==> config.mk <==
export PLATFORM = sky130hd
export DESIGN_NAME = uhr_regs
export DESIGN_NICKNAME = d
export VERILOG_FILES = /design/src/hdl/uhr_pkg.sv /design/src/hdl/uhr_regs.sv /design/src/hdl/uhr_win_decode.sv
export SDC_FILE = /design/constraint.sdc
export NUM_CORES = 1
export LEC_CHECK = 0
export BUFFER_PORTS_ARGS = -buffer_cell sky130_fd_sc_hd__buf_2
export CAP_MARGIN = 0
export CORE_MARGIN = 2
export CORE_UTILIZATION = 38
export DETAILED_ROUTE_END_ITERATION = 7
export PLACE_DENSITY = 0.76
export SYNTH_ARGS = -nofsm -noshare
export SYNTH_HDL_FRONTEND = slang
export SYNTH_SLANG_ARGS = --single-unit
==> constraint.sdc <==
create_clock -name sys_clk -period 1.6 [get_ports sys_clk]
set_input_delay 0.16 -clock sys_clk [delete_from_list [all_inputs] [get_ports sys_clk]]
set_output_delay 0.16 -clock sys_clk [all_outputs]
set_load 0.01 [all_outputs]
==> src/hdl/uhr_pkg.sv <==
// package: register map, field layout and carrier types of the usb host register bank
// Operation
// - bank decoded at memory base taken from config base address register 10-13h.
// - registers grouped into control/status, memory pointer, frame counter, root hub.
// - version register bit 8 reads constant one: legacy support registers present.
// - version register low byte reads BCD revision 10h.
// - wake enable bit ignored; no wakeup ever signalled to host system.
// - wake connected flag bit 9 always reads zero; writes ignored.
// - run state 7:6: 00 reset, 01 resume, 10 running, 11 suspend.
package uhr_pkg;

  // config space base address register, bytes 10h-13h
  localparam logic [7:0]  UHR_CFG_MBAR_OFS   = 8'h10;
  // size of the operational window, 4 KB, low 12 bits decode
  localparam int          UHR_WIN_BITS       = 12;
  // partition bases inside the window
  localparam logic [11:0] UHR_PART_CTRL      = 12'h000;
  localparam logic [11:0] UHR_PART_MEMPTR    = 12'h018;
  localparam logic [11:0] UHR_PART_FRAME     = 12'h034;
  localparam logic [11:0] UHR_PART_ROOTHUB   = 12'h048;
  localparam logic [11:0] UHR_PART_END       = 12'h05C;

  // register offsets
  localparam logic [11:0] UHR_VERSION_OFS    = 12'h000;
  localparam logic [11:0] UHR_OPMODE_OFS     = 12'h004;

  // version register fields
  localparam int          UHR_VER_LEGACY_BIT = 8;
  localparam logic [7:0]  UHR_VER_REVISION   = 8'h10;
  localparam logic [31:0] UHR_VERSION_RST    = 32'h0000_0110;

  // operating-mode register fields
  localparam int          UHR_OPM_STATE_LO   = 6;
  localparam int          UHR_OPM_WCONN_BIT  = 9;
  localparam int          UHR_OPM_WEN_BIT    = 10;
  localparam logic [31:0] UHR_OPMODE_RST     = 32'h0000_0000;
  localparam logic [31:0] UHR_OPMODE_WMASK   = 32'h0000_07FF;

  // engine run state
  typedef enum logic [1:0] {
    state_bus_reset  = 2'h0,
    state_bus_resume = 2'h1,
    state_running    = 2'h2,
    state_suspended  = 2'h3
  } uhr_run_state_t;

  // memory-side request from the pci target
  typedef struct packed {
    logic        valid;
    logic        write;
    logic [31:0] addr;
    logic [3:0]  byte_en_n;
    logic [31:0] wdata;
  } uhr_req_t;

  // answer back to the pci target
  typedef struct packed {
    logic        hit;
    logic [31:0] rdata;
  } uhr_rsp_t;

endpackage

==> src/hdl/uhr_regs.sv <==
// usb host operational register bank: version and operating-mode registers
`timescale 1ns/10ps
`default_nettype none
module uhr_regs
  import uhr_pkg::*;
(
  // clock and reset
  input  wire logic        sys_clk,
  input  wire logic        rst,
  input  wire logic        sw_reset,
  // config space writes of the base address register
  input  wire logic        cfg_wr,
  input  wire logic [7:0]  cfg_addr,
  input  wire logic [31:0] cfg_wdata,
  input  wire logic        mem_space_en,
  // memory-side access from the pci target
  input  var  uhr_req_t    req,
  output var  uhr_rsp_t    rsp,
  // engine side
  input  wire logic        resume_detect,
  output logic [1:0]       engine_run_state,
  output logic [10:0]      engine_ctrl,
  output logic             wake_signal,
  output logic [1:0]       hit_partition
);

  //////////////////////////////////////////////////////////////////////////////
  // state

  typedef struct packed {
    logic [31:0]    base;
    logic [10:0]    opmode;
    uhr_run_state_t run_state;
    logic           wake_conn;
    logic           hit;
    logic [1:0]     part;
    logic [31:0]    rdata;
  } uhr_state_t;

  uhr_state_t  st_reg;
  uhr_state_t  st_next;
  logic        dec_hit;
  logic [11:0] dec_ofs;
  logic [1:0]  dec_part;
  logic [31:0] opmode_view;

  uhr_win_decode u_dec (
    .base_addr (st_reg.base),
    .addr      (req.addr),
    .enable    (mem_space_en),
    .hit       (dec_hit),
    .offset    (dec_ofs),
    .partition (dec_part)
  );

  //////////////////////////////////////////////////////////////////////////////
  // read view

  always_comb begin
    opmode_view                                     = 32'h0000_0000;
    opmode_view[UHR_OPM_WEN_BIT]                    =
      st_reg.opmode[UHR_OPM_WEN_BIT];
    opmode_view[UHR_OPM_WCONN_BIT]                  = st_reg.wake_conn;
    opmode_view[UHR_OPM_STATE_LO+1:UHR_OPM_STATE_LO] = st_reg.run_state;
    opmode_view[UHR_OPM_STATE_LO-1:0]               =
      st_reg.opmode[UHR_OPM_STATE_LO-1:0];
    opmode_view[8]                                  = st_reg.opmode[8];
  end

  //////////////////////////////////////////////////////////////////////////////
  // next state

  always_comb begin
    st_next     = st_reg;
    st_next.hit = 1'b0;
    if (cfg_wr && cfg_addr == UHR_CFG_MBAR_OFS) begin
      st_next.base = {cfg_wdata[31:UHR_WIN_BITS], {UHR_WIN_BITS{1'b0}}};
    end
    if (req.valid && dec_hit) begin
      st_next.hit   = 1'b1;
      st_next.part  = dec_part;
      st_next.rdata = 32'h0000_0000;
      if (!req.write) begin
        unique case (dec_ofs)
          UHR_VERSION_OFS: st_next.rdata = UHR_VERSION_RST;
          UHR_OPMODE_OFS:  st_next.rdata = opmode_view;
          default:         st_next.rdata = 32'h0000_0000;
        endcase
      end else if (dec_ofs == UHR_OPMODE_OFS && req.byte_en_n == 4'h0) begin
        // only full dword writes land; narrower ones are dropped
        st_next.opmode = cfg_free(req.wdata);
        st_next.run_state = uhr_run_state_t'(
          req.wdata[UHR_OPM_STATE_LO+1:UHR_OPM_STATE_LO]);
      end
    end
    if (sw_reset) begin
      st_next.run_state = state_suspended;
      st_next.opmode    = UHR_OPMODE_RST[10:0];
    end
    st_next.wake_conn = 1'b0;
  end

  function automatic logic [10:0] cfg_free(input logic [31:0] d);
    logic [31:0] m;
    m = d & UHR_OPMODE_WMASK;
    m[UHR_OPM_WCONN_BIT] = 1'b0;
    return m[10:0];
  endfunction

  always_ff @(posedge sys_clk) begin
    if (rst) begin
      st_reg.base      <= 32'h0000_0000;
      st_reg.opmode    <= UHR_OPMODE_RST[10:0];
      st_reg.run_state <= state_bus_reset;
      st_reg.wake_conn <= 1'b0;
      st_reg.hit       <= 1'b0;
      st_reg.part      <= 2'h0;
      st_reg.rdata     <= 32'h0000_0000;
    end else begin
      st_reg <= st_next;
    end
  end

  //////////////////////////////////////////////////////////////////////////////
  // outputs

  assign rsp.hit          = st_reg.hit;
  assign rsp.rdata        = st_reg.rdata;
  assign engine_run_state = st_reg.run_state;
  assign engine_ctrl      = st_reg.opmode;
  assign hit_partition    = st_reg.part;
  // wakeup unsupported: enable bit and resume never reach the host
  assign wake_signal      = 1'b0;
endmodule
`default_nettype wire

==> src/hdl/uhr_win_decode.sv <==
// window decoder: base compare and partition lookup
`timescale 1ns/10ps
`default_nettype none
module uhr_win_decode
  import uhr_pkg::*;
(
  // base and address
  input  wire logic [31:0] base_addr,
  input  wire logic [31:0] addr,
  input  wire logic        enable,
  // results
  output logic             hit,
  output logic [11:0]      offset,
  output logic [1:0]       partition
);

  always_comb begin
    hit       = enable &&
                (addr[31:UHR_WIN_BITS] == base_addr[31:UHR_WIN_BITS]);
    offset    = {addr[UHR_WIN_BITS-1:2], 2'b00};
    partition = 2'd0;
    if (offset >= UHR_PART_ROOTHUB) begin
      partition = 2'd3;
    end else if (offset >= UHR_PART_FRAME) begin
      partition = 2'd2;
    end else if (offset >= UHR_PART_MEMPTR) begin
      partition = 2'd1;
    end
  end

endmodule
`default_nettype wire

==> out/results.tsv, run 1 <==
metric	value	unit
Starting Density	0.3902	
Avg Cell Area, Syn	8.705	um2
most instantiated cells after synthesis	49 x buf_4, 45 x dfxtp_1, 24 x a21oi_1, 22 x nor2_1, 21 x nand4_1	
Final Hold Fails	0	
CTS H-tree lvls	2	
max-slew violations	0	
P&R area growth vs syn	34.54	%
global-route wire length before repair	9742	um
hold buffers post-CTS	0	
post-synthesis mux area share	0.08126	
Crit Path Max Fanout	12	
width of the die	84.52	um
core area	6314	um2
share of cells above drive strength 1	0.4973	
RSZ-0062 raised after global routing	true	
total track usage	0.1683	
TritonCTS clock tree	built	
drt drc	0	
IO Port Bufs	103	
Mapped Cells	283	
upper clock frequency limit	565.9	MHz
Setup crit end kind	register	
most numerous cell in the Yosys netlist	buf_4	
Clock Latency Late Sink	300	ps
via/cell ratio	5.168	
slowest stage delay, CP	340	ps
warnings from Yosys	0	
nets@finish	491	
Peak VDD IR	0.4987	mV
die area	7144	um2
routed vias	2341	
WS Path Type	reg -> reg	
CP delay by family, top	buffers and inverters	
Synth async-reset ratio	0	
row count	29	
Final setup violation count	24	
worst hold path class	in -> reg	
Clk Tree Root Cell	clkbuf_8	
initial drt markers	113	
startpoint types	register	
Tot Pwr	2.391	mW
failing checks	setup timing	
drt wl/cell	14.31	um
number of flip-flops under the largest register name	20	
worst path required time	1840	ps
largest net degree at the start of global routing	25	
Tcrit/Tclk final	1.104	
Worst-path clk slew	90	ps
clock sinks	45	
Post-DP HPWL	4481	um
fin util	0.5250	
fin area	3314	um2
clk_skew	6.526	ps
drt pass-1 iters	4	
Worst Path Arrival	2010	ps
Simple-Gate Fraction of Synth Area	0.1762	
register bit total from synthesis	45	
DRT Wirelength	6481	um
CP dominant cell by count	buf_4	
post-layout worst setup margin	-167.1	ps
ranking of synthesized cells by area	dfxtp_1 37%, buf_4 15%, mux2i_1 8.1%, nand4_1 5.3%, a21oi_1 4.9%	
most area-hungry cell type in the Yosys netlist	dfxtp_1	
library cells used by synthesis	33	
number of antenna cells inserted	0	
RePlAce Congestion	0.8304	
Cell Pwr Density	721.4	nW/um2
Synth Area in Adders	0	
CTS buffer count	5	
vias in the first global route	2064	
Bufs and invs on worst path	4	
DIE HEIGHT	84.52	um
Synth Flop Type	dfxtp_1	
post-synthesis sequential area ratio	0.3657	
Post-synth EDFFs	0	
Critical Path Start	st_reg[78]$_SDFFE_PP0P_	
post-synthesis compound-gate area fraction	0.1067	
largest family of logic cells by synthesized area	buffers and inverters	
cells along the critical path	xnor2_2 -> nand3_2 -> buf_4 -> buf_4 -> nor4_4 -> buf_6 -> clkbuf_16 -> nand4_1 -> a21oi_1	
io pins	165	
Tmin final	1767	ps
Post-DP Area	2890	um2
Post-Synth XOR/XNOR Area	0.07110	
Post-DRT Antenna Nets	0	
Yosys top cell area share	0.3657	
max-cap viol count	0	
clk buf depth	2	
hold_sp	cfg_wdata[21]	
Mapped Area	2464	um2
status	finished with violations	
total global routing overflow	0	
hold slack	84.32	ps
initial antenna violation count	0	
Pleak	1.579	nW
reg2reg start	st_reg[78]$_SDFFE_PP0P_	
slowest CP cell	dfxtp_2	
## final cells by class
| class | instances | area (um2) |
|---|---|---|
| Clock buffer | 5 | 68.82 |
| Fill cell | 574 | 2999 |
| Timing Repair Buffer | 128 | 807.0 |
| Multi-Input combinational cell | 191 | 1346 |
| Sequential cell | 45 | 915.9 |
| Tap cell | 77 | 96.34 |
| Clock inverter | 3 | 65.06 |
| Inverter | 4 | 15.01 |
## repair_timing
action                                  4_1_cts  5_1_grt
pin swaps                                    29       27
gates resized for setup                      25       25
gates cloned                                  1        2
buffers inserted                              4        2
endpoints found under the setup margin       25       25
## power breakdown
| part | switching [mW] | leakage (nW) | internal, mW |
|---|---|---|---|
| Clock | 0.403 | 0.0681 | 0.621 |
| Combinational | 0.125 | 1.14 | 0.116 |
| Sequential | 0.00404 | 0.369 | 1.12 |
| Total | 0.532 | 1.58 | 1.86 |
## metal layers
metal	vias to the layer above	share of wire	global-route usage	wire, um
li1	1114	-	-	-
met1	1088	0.40	0.2142	2603
met2	132	0.49	0.2727	3166
met3	7	0.098	0.05506	636
met4	0	0.011	0.04906	74
met5	-	0	0	0
## stage by stage
step / TNS [ps] / worst slack, ps / cells
detailed placement: -3505 / -184.2 / 436
global route: -5017 / -268.6 / 453
floorplan: -741.5 / -44.00 / 306
finish: -2891 / -167.1 / 453
global placement: -2849 / -156.6 / 436
CTS: -3021 / -143.3 / 449
## path summary, 6_finish.rpt
kind                                                     to  slack [ps]  depth (start not counted)
worst max-delay path            engine_ctrl[0]$_SDFFE_PP0P_        -170                          9
worst min-delay path                st_reg[70]$_SDFFE_PP0P_          80                          3
worst max register to register  engine_ctrl[0]$_SDFFE_PP0P_        -170                          9
worst min register to register          rsp[0]$_SDFFE_PP0P_         460                          2
## worst reg2reg max path, stage by stage, from the launching register on
cell and delay (ps):
dfxtp_2 340, xnor2_2 170, nand3_2 110, buf_4 160, buf_4 130, nor4_4 210, buf_6 170, clkbuf_16 160
nand4_1 100, a21oi_1 150
## placed cells by master, fill, tap and decap left out, types with 6 or more instances in the layout
master,count
xor2_1,8
dfxtp_1,33
xnor2_2,6
nand4_1,21
xnor2_1,6
buf_2,103
o21ai_2,16
a21oi_1,20
nor2_1,22
mux2i_1,20
nor3_1,6
dfxtp_2,12
buf_4,14
conb_1,24
## kinds of logic (layout without fill, tap and decap cells)
kind of cell | Yosys count | after routing
other cells | 1 | 24
simple gates | 76 | 77
buf+inv | 71 | 140
flops | 45 | 45
compound gates | 50 | 50
mux | 20 | 20
xor+xnor | 20 | 20
No activity file was read; power rests on OpenSTA's default activity.
==> run 2, diff against run 1 <==
--- a/config.mk
+++ b/config.mk
@@ -5,8 +5,8 @@
 export SDC_FILE = /design/constraint.sdc
 export NUM_CORES = 1
 export LEC_CHECK = 0
-export BUFFER_PORTS_ARGS = -buffer_cell sky130_fd_sc_hd__buf_2
-export CAP_MARGIN = 0
+export BUFFER_PORTS_ARGS = -buffer_cell sky130_fd_sc_hd__buf_4
+export CAP_MARGIN = 15
 export CORE_MARGIN = 2
 export CORE_UTILIZATION = 38
 export DETAILED_ROUTE_END_ITERATION = 7
==> run 2 against run 1 <==
  * The run still ends with setup timing left
  * Final area rose by 2.2%
  * Fmax decreased by 1.5%
  * Routed wire length down 0.28%
  * Non-clock buffer count fell by 2
  * Sequential share of layout area down 0.71 points
==> out/results.tsv, run 2 (synthesis results as in run 1) <==
metric	value	unit	change
initial drt markers	69		was 113
number of flip-flops under the largest register name	20		unchanged
die area	7144	um2	unchanged
Post-DP HPWL	4580	um	was 4481 um
Clk Tree Root Cell	clkbuf_8		unchanged
max-cap viol count	0		unchanged
status	finished with violations		unchanged
Setup crit end kind	register		unchanged
Tcrit/Tclk final	1.121		was 1.104
Internal Power	1.578	mW	was 1.859 mW
dpl cells	435		was 436
hold buffers post-CTS	0		unchanged
vias in the first global route	2218		was 2064
Tot Pwr	2.066	mW	was 2.391 mW
width of the die	84.52	um	unchanged
clk buf depth	2		unchanged
IO Port Bufs	103		unchanged
share of cells above drive strength 1	0.4328		was 0.4973
CTS H-tree lvls	2		unchanged
Final Non-Filler Cells	449		was 453
drt drc	0		unchanged
row count	29		unchanged
clock network fraction of total power	0.315		was 0.428
worst path required time	1820	ps	was 1840 ps
DIE HEIGHT	84.52	um	unchanged
failing checks	setup timing		unchanged
Comb power frac	0.140		was 0.101
Peak VDD IR	0.4153	mV	was 0.4987 mV
TritonCTS clock tree	built		unchanged
upper clock frequency limit	557.4	MHz	was 565.9 MHz
slowest stage delay, CP	330	ps	was 340 ps
DRT Wirelength	6463	um	was 6481 um
total track usage	0.1734		was 0.1683
startpoint types	register		unchanged
io pins	165		unchanged
Tmin final	1794	ps	was 1767 ps
RSZ-0062 raised after global routing	true		unchanged
P&R area growth vs syn	37.53	%	was 34.54%
number of antenna cells inserted	0		unchanged
clock sinks	45		unchanged
commonest non-fill, non-tap cell in the layout	buf_4		was buf_2
worst hold path class	in -> reg		unchanged
Crit Path Max Fanout	12		unchanged
Post-DRT Antenna Nets	0		unchanged
routed vias	2250		was 2341
initial antenna violation count	0		unchanged
CP delay by family, top	buffers and inverters		unchanged
WS Path Type	reg -> reg		unchanged
drt pass-1 iters	4		unchanged
Starting Density	0.3902		unchanged
most frequent cells in the layout	118 x buf_4, 36 x dfxtp_1, 24 x conb_1		was 103 x buf_2, 33 x dfxtp_1, 24 x conb_1
via/cell ratio	5.011		was 5.168
fin util	0.5367		was 0.5250
max-slew violations	0		unchanged
global-route wire length before repair	10090	um	was 9742 um
Clock Latency Late Sink	290	ps	was 300 ps
RePlAce Congestion	0.8121		was 0.8304
Worst-path clk slew	80	ps	was 90 ps
cells along the critical path	xnor2_1 -> nand4_1 -> buf_4 -> nor4_4 -> buf_4 -> clkbuf_16 -> nand4_1 -> a21oi_1		was xnor2_2 -> nand3_2 -> buf_4 -> buf_4 -> nor4_4 -> buf_6 -> clkbuf_16 -> nand4_1 -> a21oi_1
post-layout worst setup margin	-194.2	ps	was -167.1 ps
Final setup violation count	25		was 24
Bufs and invs on worst path	3		was 4
core area	6314	um2	unchanged
Pleak	1.568	nW	was 1.579 nW
CTS buffer count	5		unchanged
drt wl/cell	14.39	um	was 14.31 um
TNS Setup	-3869	ps	was -2891 ps
Cell Pwr Density	609.8	nW/um2	was 721.4 nW/um2
P_sw	0.4882	mW	was 0.5322 mW
share of power burned in registers	0.545		was 0.471
Final Hold Fails	0		unchanged
sw frac	0.2363		was 0.2226
Worst Path Arrival	2020	ps	was 2010 ps
largest net degree at the start of global routing	25		unchanged
total global routing overflow	0		unchanged
nets@finish	489		was 491
clk_skew	6.544	ps	was 6.526 ps
slowest CP cell	dfxtp_2		unchanged
## run 2: worst paths after layout
| kind | from | endpoint | slack [ps] | cells after the start |
|---|---|---|---|---|
| worst min-delay path | cfg_wdata[31] | st_reg[80]$_SDFFE_PP0P_ | 90 | 3 |
| worst max-delay path | st_reg[68]$_SDFFE_PP0P_ | rsp[6]$_SDFFE_PP0P_ | -190 | 8 |
| worst min register to register | rsp[2]$_SDFFE_PP0P_ | rsp[2]$_SDFFE_PP0P_ | 490 | 2 |
| worst max register to register | st_reg[68]$_SDFFE_PP0P_ | rsp[6]$_SDFFE_PP0P_ | -190 | 8 |
## run 2: metrics by stage
stage          cell area [um2]  hold WS (ps)  worst slack (ps)
2_1_floorplan             2564         303.8            -44.00
3_3_place_gp              3141         387.8            -148.6
3_5_place_dp              3141         399.3            -169.4
4_1_cts                   3311         90.97            -153.5
5_1_grt                   3388         95.17            -336.1
6_report                  3388         94.85            -194.2
## run 2: repair_timing
action,4_1_cts,5_1_grt
gates resized for setup,14,11
cloned,1,1
setup buffers,5,1
pin swaps,19,13
setup endpoints to repair,25,25
## run 2: cell type report
cell class | instances | area [um2]
repair buffers | 126 | 1025
multi-input cells | 191 | 1266
inverters | 4 | 15.01
clock inverters | 1 | 5.005
fillers | 557 | 2925
well taps | 77 | 96.34
clock buffers | 5 | 68.82
flip-flops and latches | 45 | 912.1
## run 2: power by group through the flow
stage               registers (mW)  logic, mW  clock network [mW]
floorplan                     1.15      0.136                   0
global placement              1.15      0.268                   0
detailed placement            1.15      0.272                   0
CTS                           1.13      0.284               0.670
global route                  1.13      0.314               0.713
finish                        1.13      0.290               0.650
## run 2: layer usage
layer,part of all wire,global-route usage,vias up
met5,0,0,-
met4,0.0065,0.03896,0
met3,0.096,0.05998,5
met2,0.52,0.2992,116
met1,0.38,0.2081,1031
li1,-,-,1098
## run 2: tightest hold or removal path, delay by kind of cell
family                 cells  cell delay, ps
muxes                      1              50
and+or+nand+nor            1              70
buffers and inverters      1              80
